$ cat src/verilog/phy_regs_pkg.sv
// Constants, field positions and carrier types for the physical-layer register bank.
// Assumes an APB master with 32-bit data; registers sit in the low 16 bits of a word.
`default_nettype none

package phy_regs_pkg;

    localparam int unsigned ADDR_W = 12;
    localparam int unsigned REG_W = 16;

    // Printed offsets are register indices; byte address is four times the index
    localparam logic [ADDR_W-1:0] IDX_RESET = 12'h0_0d8;
    localparam logic [ADDR_W-1:0] IDX_CTRL = 12'h0_0e4;
    localparam logic [ADDR_W-1:0] IDX_STAT = 12'h0_0e6;
    localparam logic [ADDR_W-1:0] IDX_ID_LOW = 12'h0_0e8;
    localparam logic [ADDR_W-1:0] IDX_ID_HIGH = 12'h0_0ea;
    localparam logic [ADDR_W-1:0] IDX_ADVERT = 12'h0_0ec;
    localparam logic [ADDR_W-1:0] ADDR_RESET = IDX_RESET << 2;
    localparam logic [ADDR_W-1:0] ADDR_CTRL = IDX_CTRL << 2;
    localparam logic [ADDR_W-1:0] ADDR_STAT = IDX_STAT << 2;
    localparam logic [ADDR_W-1:0] ADDR_ID_LOW = IDX_ID_LOW << 2;
    localparam logic [ADDR_W-1:0] ADDR_ID_HIGH = IDX_ID_HIGH << 2;
    localparam logic [ADDR_W-1:0] ADDR_ADVERT = IDX_ADVERT << 2;

    localparam int unsigned BIT_PHY_RESET = 0;

    localparam int unsigned BIT_LOOPBACK = 14;
    localparam int unsigned BIT_SPEED_100 = 13;
    localparam int unsigned BIT_AN_ENABLE = 12;
    localparam int unsigned BIT_AN_RESTART = 9;
    localparam int unsigned BIT_FULL_DUPLEX = 8;
    localparam int unsigned BIT_XOVER_ALG = 5;
    localparam int unsigned BIT_FORCE_MDIX = 4;
    localparam int unsigned BIT_NO_AUTO_MDIX = 3;
    localparam int unsigned BIT_TX_DISABLE = 1;
    localparam int unsigned BIT_LED_DISABLE = 0;

    localparam int unsigned BIT_AN_COMPLETE = 5;
    localparam int unsigned BIT_LINK_UP = 2;

    localparam int unsigned ADV_LSB = 5;
    localparam int unsigned ADV_MSB = 10;

    localparam logic [REG_W-1:0] RESET_RSVD_INIT = 16'hffff;
    localparam logic [REG_W-1:0] CTRL_INIT = 16'h3120;
    // Stored control bits; 15, 7, 6 read zero and 9 is a pulse
    localparam logic [REG_W-1:0] CTRL_RW_MASK = 16'h7d3f;
    // Capabilities 14-11 and negotiation capable bit 3
    localparam logic [REG_W-1:0] STAT_FIXED = 16'h7808;
    localparam logic [REG_W-1:0] ADV_INIT = 16'h05e0;
    localparam logic [REG_W-1:0] ADV_RW_MASK = 16'h07e0;
    localparam logic [REG_W-1:0] ADV_SELECTOR = 16'h0001;

    typedef struct packed {
        logic phy_reset;
        logic loopback;
        logic force_speed_100;
        logic speed_forced;
        logic an_enable;
        logic an_restart;
        logic force_full_duplex;
        logic duplex_forced;
        logic crossover_algorithm_select;
        logic force_mdix;
        logic disable_auto_mdix;
        logic tx_disable;
        logic led_disable;
        logic [ADV_MSB-ADV_LSB:0] advert;
    } phy_ctrl_t;

    typedef struct packed {
        logic link_up;
        logic an_complete;
        logic an_failed;
    } phy_stat_t;

endpackage

`default_nettype wire

$ cat src/verilog/phy_mii_control_status_regs.sv
// APB register bank controlling and reporting on the embedded physical layer.
// Assumes a zero-wait APB master and layer status inputs synchronous to pclk.
`default_nettype none

module phy_mii_control_status_regs
    import phy_regs_pkg::*;
#(
    // Identifier values are arbitrary
    parameter logic [REG_W-1:0] PHY_ID_LOW = 16'h5a5a,
    parameter logic [REG_W-1:0] PHY_ID_HIGH = 16'h00a5
) (
    input wire logic pclk,
    input wire logic presetn,
    input wire logic psel,
    input wire logic penable,
    input wire logic pwrite,
    input wire logic [ADDR_W-1:0] paddr,
    input wire logic [31:0] pwdata,
    input wire logic [3:0] pstrb,
    output logic [31:0] prdata,
    output logic pready,
    output logic pslverr,
    output phy_ctrl_t phy_ctrl,
    input wire phy_stat_t phy_stat
);

    logic [REG_W-1:1] reset_rsvd;
    logic [REG_W-1:0] ctrl;
    logic [REG_W-1:0] advert;
    logic reset_pulse;
    logic restart_pulse;
    logic duplex_forced;

    wire setup = psel & ~penable;
    wire access = psel & penable;
    wire hit_reset = paddr == ADDR_RESET;
    wire hit_ctrl = paddr == ADDR_CTRL;
    wire hit_stat = paddr == ADDR_STAT;
    wire hit_id_low = paddr == ADDR_ID_LOW;
    wire hit_id_high = paddr == ADDR_ID_HIGH;
    wire hit_advert = paddr == ADDR_ADVERT;
    wire mapped = hit_reset | hit_ctrl | hit_stat | hit_id_low | hit_id_high | hit_advert;
    wire wr = access & pwrite & mapped;

    // Byte lanes 0 and 1 carry the 16-bit register
    wire [REG_W-1:0] lane_mask = {{8{pstrb[1]}}, {8{pstrb[0]}}};
    wire [REG_W-1:0] wdata = pwdata[REG_W-1:0] & lane_mask;

    wire [REG_W-1:0] next_ctrl = ((ctrl & ~lane_mask) | wdata) & CTRL_RW_MASK;
    wire [REG_W-1:0] next_advert = ((advert & ~lane_mask) | wdata) & ADV_RW_MASK;
    wire [REG_W-1:1] next_reset_rsvd = (reset_rsvd & ~lane_mask[REG_W-1:1]) | wdata[REG_W-1:1];

    wire [REG_W-1:0] stat_word = STAT_FIXED
        | (REG_W'(phy_stat.an_complete) << BIT_AN_COMPLETE)
        | (REG_W'(phy_stat.link_up) << BIT_LINK_UP);

    // Restart bit reads back its pulse, so it is zero once issued
    wire [REG_W-1:0] ctrl_word = ctrl | (REG_W'(restart_pulse) << BIT_AN_RESTART);

    // Reset bit 0 is write-only and reads zero
    wire [REG_W-1:0] rd_word =
        hit_reset ? {reset_rsvd, 1'b0} :
        hit_ctrl ? ctrl_word :
        hit_stat ? stat_word :
        hit_id_low ? PHY_ID_LOW :
        hit_id_high ? PHY_ID_HIGH :
        hit_advert ? (advert | ADV_SELECTOR) :
        16'h0000;

    assign pready = 1'b1;
    assign pslverr = access & ~mapped;

    always_ff @(posedge pclk or negedge presetn) begin
        if (!presetn) begin
            prdata <= 32'h0000_0000;
        end else if (setup & ~pwrite) begin
            prdata <= {16'h0000, rd_word};
        end
    end

    always_ff @(posedge pclk or negedge presetn) begin
        if (!presetn) begin
            reset_rsvd <= RESET_RSVD_INIT[REG_W-1:1];
            reset_pulse <= 1'b0;
        end else begin
            if (wr & hit_reset) begin
                reset_rsvd <= next_reset_rsvd;
            end
            reset_pulse <= wr & hit_reset & wdata[BIT_PHY_RESET];
        end
    end

    always_ff @(posedge pclk or negedge presetn) begin
        if (!presetn) begin
            ctrl <= CTRL_INIT;
            restart_pulse <= 1'b0;
        end else begin
            if (wr & hit_ctrl) begin
                ctrl <= next_ctrl;
            end
            restart_pulse <= wr & hit_ctrl & wdata[BIT_AN_RESTART];
        end
    end

    always_ff @(posedge pclk or negedge presetn) begin
        if (!presetn) begin
            advert <= ADV_INIT;
        end else if (wr & hit_advert) begin
            advert <= next_advert;
        end
    end

    // Duplex forcing applies when negotiation is off or has failed
    always_ff @(posedge pclk or negedge presetn) begin
        if (!presetn) begin
            duplex_forced <= 1'b0;
        end else begin
            duplex_forced <= ~ctrl[BIT_AN_ENABLE] | phy_stat.an_failed;
        end
    end

    assign phy_ctrl.phy_reset = reset_pulse;
    assign phy_ctrl.loopback = ctrl[BIT_LOOPBACK];
    assign phy_ctrl.force_speed_100 = ctrl[BIT_SPEED_100];
    assign phy_ctrl.speed_forced = ~ctrl[BIT_AN_ENABLE];
    assign phy_ctrl.an_enable = ctrl[BIT_AN_ENABLE];
    assign phy_ctrl.an_restart = restart_pulse;
    assign phy_ctrl.force_full_duplex = ctrl[BIT_FULL_DUPLEX];
    assign phy_ctrl.duplex_forced = duplex_forced;
    assign phy_ctrl.crossover_algorithm_select = ctrl[BIT_XOVER_ALG];
    assign phy_ctrl.force_mdix = ctrl[BIT_FORCE_MDIX];
    assign phy_ctrl.disable_auto_mdix = ctrl[BIT_NO_AUTO_MDIX];
    assign phy_ctrl.tx_disable = ctrl[BIT_TX_DISABLE];
    assign phy_ctrl.led_disable = ctrl[BIT_LED_DISABLE];
    assign phy_ctrl.advert = advert[ADV_MSB:ADV_LSB];

    wire rd_setup = setup & ~pwrite;
endmodule

`default_nettype wire

$ cat config.mk
export PLATFORM = sky130hd
export DESIGN_NAME = phy_mii_control_status_regs
export DESIGN_NICKNAME = d
export VERILOG_FILES = /design/src/verilog/phy_regs_pkg.sv /design/src/verilog/phy_mii_control_status_regs.sv
export SDC_FILE = /design/constraint.sdc
export NUM_CORES = 1
export LEC_CHECK = 0
export BUFFER_PORTS_ARGS = -buffer_cell sky130_fd_sc_hd__buf_2
export CORE_ASPECT_RATIO = 1.5
export CORE_MARGIN = 10
export CORE_UTILIZATION = 44
export DETAILED_ROUTE_END_ITERATION = 6
export PLACE_DENSITY = 0.77
export SYNTH_ARGS = -nofsm -noshare
export SYNTH_HDL_FRONTEND = slang
export SYNTH_SLANG_ARGS = --single-unit
$ cat constraint.sdc
create_clock -name pclk -period 2.04 [get_ports pclk]
set_input_delay 0.612 -clock pclk [delete_from_list [all_inputs] [get_ports pclk]]
set_output_delay 0.612 -clock pclk [all_outputs]
set_load 0.1 [all_outputs]
Word-level counts from Yosys, hierarchy flattened
Index checks and enable logic that the tools add are counted.
Cells by class
  equal/unequal tests: 6
  muxes and demuxes: 6
  bitwise gates (word level): 32
Operator list (number)
  == test 12 x 10 -> 1 bit (second input constant): 6
  2-to-1 mux 15 bit: 3
  AND 15 bit: 2
  NOT 15 bit: 2
  OR 15 bit: 2
  2-to-1 mux 11 bit: 2
  AND 16 bit: 1
  2-to-1 mux 16 bit: 1
  OR 15 x 10 -> 15 bit: 1
  OR 15 x 3 -> 15 bit: 1
  AND 1 bit: 11
  AND 11 bit: 1
  OR 11 bit: 1
  OR 1 bit: 6
  NOT 1 bit: 4
Storage, ports and cells
  bits of input ports: 56
  word-level logic and storage cells: 51
  output and inout port bits: 53
  register bits: 52

Logic depth before layout (Yosys ltp)
  depth in word-level cells: 9
  depth in mapped cells: 5
  mapped depth without buffers: 4

Worst setup path after synthesis
No wires, ideal clock.
  kind: input -> output
  start point: input paddr[3]
  end point: output pslverr
  stages on the path: 5
  path slack: -0.675 ns
  arrival time: 2.103 ns
  data required time: 1.428 ns
  path buffers: 2
  cell sequence: buf_2 buf_1 a21oi_1 a21oi_1 o311a_1
On the way
  longest elaborated chain between the ends: 8
  elaborated cells on any way between the ends: 13
  those cells by class: eq/ne: 6; bitwise: 7
Ends and longest elaborated chain
  start: declaration: RTL line phy_mii_control_status_regs.sv:17  | input wire logic [ADDR_W-1:0] paddr,
  == test 12 x 10 -> 1 bit, on equally long branches: RTL line phy_mii_control_status_regs.sv:36, phy_mii_control_status_regs.sv:37
  OR 1 bit (4 in a row): RTL line phy_mii_control_status_regs.sv:42  | wire mapped = hit_reset | hit_ctrl | hit_stat | hit_id_low | hit_id_high | hit_advert;
  OR 1 bit (*): RTL line phy_mii_control_status_regs.sv:42
  NOT 1 bit (*): RTL line phy_mii_control_status_regs.sv:71  | assign pslverr = access & ~mapped;
  AND 1 bit (*): RTL line phy_mii_control_status_regs.sv:71
  end: declaration: RTL line phy_mii_control_status_regs.sv:22  | output logic pslverr,
Mark *: on every way between the ends. The rest lies on a longest branch, timed or not.

Worst setup path in the final report
  start point: input paddr[6]
  end point: output pslverr
The elaborated chain is that of the path after synthesis.

==> results.py <==
metrics = {
    "sta": {
        "tns_ps": -184,
        "timing.slew.headroom_pct": 68.1,
        "hold_viol_final": 0,
        "skew_final_ps": 8.83,
        "unrepaired_setup_endpoints_after_global_routing": "true",
        "final_min_period_over_clock_period_pct": 109,
        "fin_hold_ws_ps": 273,
        "timing.fmax_ghz": 0.450,
        "drv_slew": 0,
        "final_period_minus_worst_setup_slack_ps": 2220,
        "tightestPinTransition_ps": 466,
        "setup_ws_ps": -184,
        "setup_viols_final": 1,
    },
    "clock_network": {
        "tritoncts": "done",
        "worst_setup_hold_path_clk_slew_ps": 90,
        "htree_levels": 2,
        "cts-buffers-inserted": 5,
        "cts.root.buffer_cell": "clkbuf_8",
        "insertion_delay_ps": 320,
        "total_clock_sinks": 52,
        "cts.hold.buffers_added": 0,
        "max_root_sink_buffers": 2,
    },
    "worst_setup_path": {
        "critical_path.top_delay_family": "buffers and inverters",
        "critical_path_fanout_max": 4,
        "critPathSlowestCell": "o311a_4",
        "end_kind": "output pin",
        "startpoint_type": "input port",
        "worst-setup-path-type": "in2out",
        "worst-path-stages": 6,
        "crit_required_ps": 1430,
        "critical_path_buf_inv_count": 3,
        "critPathMaxStageDelay_ps": 380,
        "timing.reg2reg.worst_path_depth": 5,
        "worst_ep_arrival_time_ps": 1610,
        "sequence_of_cells_on_the_critical_path": "buf_2 > buf_4 > nor2b_4 > nor2_2 > o311a_4 > buf_12",
    },
    "global_route": {
        "antenna_found_initial": 0,
        "grt_overflow": 0,
        "grt_first_pass_wirelength_um": 11900,
        "global_route.usage.total_pct": 15.1,
        "grt_max_degree": 53,
        "first_global_vias": 2325,
    },
    "die": {
        "floorplan.die.width_um": 83.9,
        "coreArea_mm2": 0.00587,
        "num_rows": 34,
        "floorplan.die_area_mm2": 0.00971,
        "floorplan.initialDensity_pct": 45.9,
        "fp.dieH_um": 116,
        "number_of_top_level_pins": 109,
    },
    "layout": {
        "antenna_cells_inserted": 0,
        "num-nets-final": 386,
        "areaGrowthSynthToFinish_pct": 25.5,
        "drive_gt1_share_pct": 56.5,
        "most-common-layout-cells": "buf_2 (70), mux2_2 (34), buf_4 (32), dfrtp_1 (28), dfstp_2 (24)",
        "layout.core_utilization_pct": 57.6,
        "mostFrequentLayoutCell": "buf_2",
    },
    "synthesis": {
        "synth_area_mm2": 0.00269,
        "syn_avg_cell_area_um2": 11.3,
        "synth_cell_type_count": 45,
        "cell_count_after_synthesis": 238,
        "postSynth.topFlopCell": "dfrtp_1",
        "synth_enable_flop_cells": 0,
        "async_flop_share_pct": 100,
        "synth.ff_latch_count": 52,
        "synth_sequential_area_ratio_pct": 49.4,
        "ys_warn_count": 0,
    },
    "routing": {
        "drt_iter0_markers": 140,
        "route.vias.total": 2139,
        "route.detailed.drc": 0,
        "drt-total-wl_um": 7360,
        "dr.pass1.iters": 4,
        "wl_per_cell_um": 18.3,
        "ant_nets": 0,
        "drt-vias-per-instance": 5.31,
    },
    "place": {
        "place_congestion": 0.920,
        "placement.io_buffers": 73,
        "dp_hpwl_um": 5790,
    },
    "pwr": {
        "power_density_mw_per_mm2": 586,
        "power.static_leakage_nw": 1.65,
        "vdd_ir_drop_max_mv": 0.367,
        "design_power_total_mw": 1.98,
    },
    "hold_path": {
        "hp-class": "in2async",
    },
    "status": {
        "result_of_the_run": "complete, but fails checks",
        "violated_checks": "setup timing",
    },
    "flow_run": {
        "max_cap_viols": 0,
    },
}
-- routing by layer --
metal	global-route usage [%]	wire [um]	vias up
li1	-	-	996
met1	15.1	2570	1052
met2	28.0	4040	76
met3	4.28	496	15
met4	7.50	252	0
met5	0	0	-
-- cells in the mapped netlist, drive strengths merged, types with 4 or more instances --
cell type	instances	area, um^2
o21ai	13	65.1
mux2	35	394
buf	33	236
dfrtp	28	701
a22oi	5	37.5
nand4	4	25.0
nand2	17	66.3
inv	4	15.0
dfstp	24	631
a32oi	5	43.8
nor2b	4	25.0
a21oi	8	40.0
nor2	15	86.3
-- cell type report --
type	count	area (um^2)
sequential	52	1330
clock inverter	3	22.5
tap	72	90.1
fill	519	2490
timing repair buffer	106	653
multi-input combinational	161	1200
inverter	4	15.0
clock buffer	5	68.8
-- timing repair --
action,in CTS,in global routing
gates cloned,0,0
pin swaps,3,3
endpoints found under the setup margin,1,1
buffers inserted,0,0
resized for setup,12,1
hold endpoints to repair,0,0
-- power by group --
group	switching (mW)	internal [mW]
Clock	0.367	0.247
Sequential	0.000455	1.03
Combinational	0.245	0.0859
Total	0.613	1.37
-- final timing paths --
path	slack, ps	startpoint	to
max in group asynchronous	1480	presetn	async pin
worst max register to register	510	flip-flop	prdata[5]$_DFFE_PN0P_
worst max-delay path	-180	paddr[6]	pslverr
worst min-delay path	270	presetn	prdata[8]$_DFFE_PN0P_
worst min register to register	480	prdata[4]$_DFFE_PN0P_	prdata[4]$_DFFE_PN0P_
min in group pclk	480	prdata[4]$_DFFE_PN0P_	prdata[4]$_DFFE_PN0P_
-- stage by stage --
step	instance area (um^2)	setup WS (ps)	instances
2_1_floorplan	2770	-179	253
3_3_place_gp	3230	-351	395
3_5_place_dp	3230	-373	395
4_1_cts	3370	-189	403
5_1_grt	3380	-240	403
6_report	3380	-184	403
-- kinds of logic (layout without fill, tap and decap cells) --
family / count (synthesis) / in the layout / share of synthesized area, %
AND/OR/NAND/NOR: 62 / 62 / 14.0
flip-flops: 52 / 52 / 49.4
AO/OA/AOI/OAI: 46 / 46 / 11.5
buffers and inverters: 40 / 118 / 9.76
multiplexers: 35 / 35 / 14.6
other: 2 / 17 / 0.279
XOR/XNOR: 1 / 1 / 0.325
Note: power is estimated with default switching activity, not from simulation.
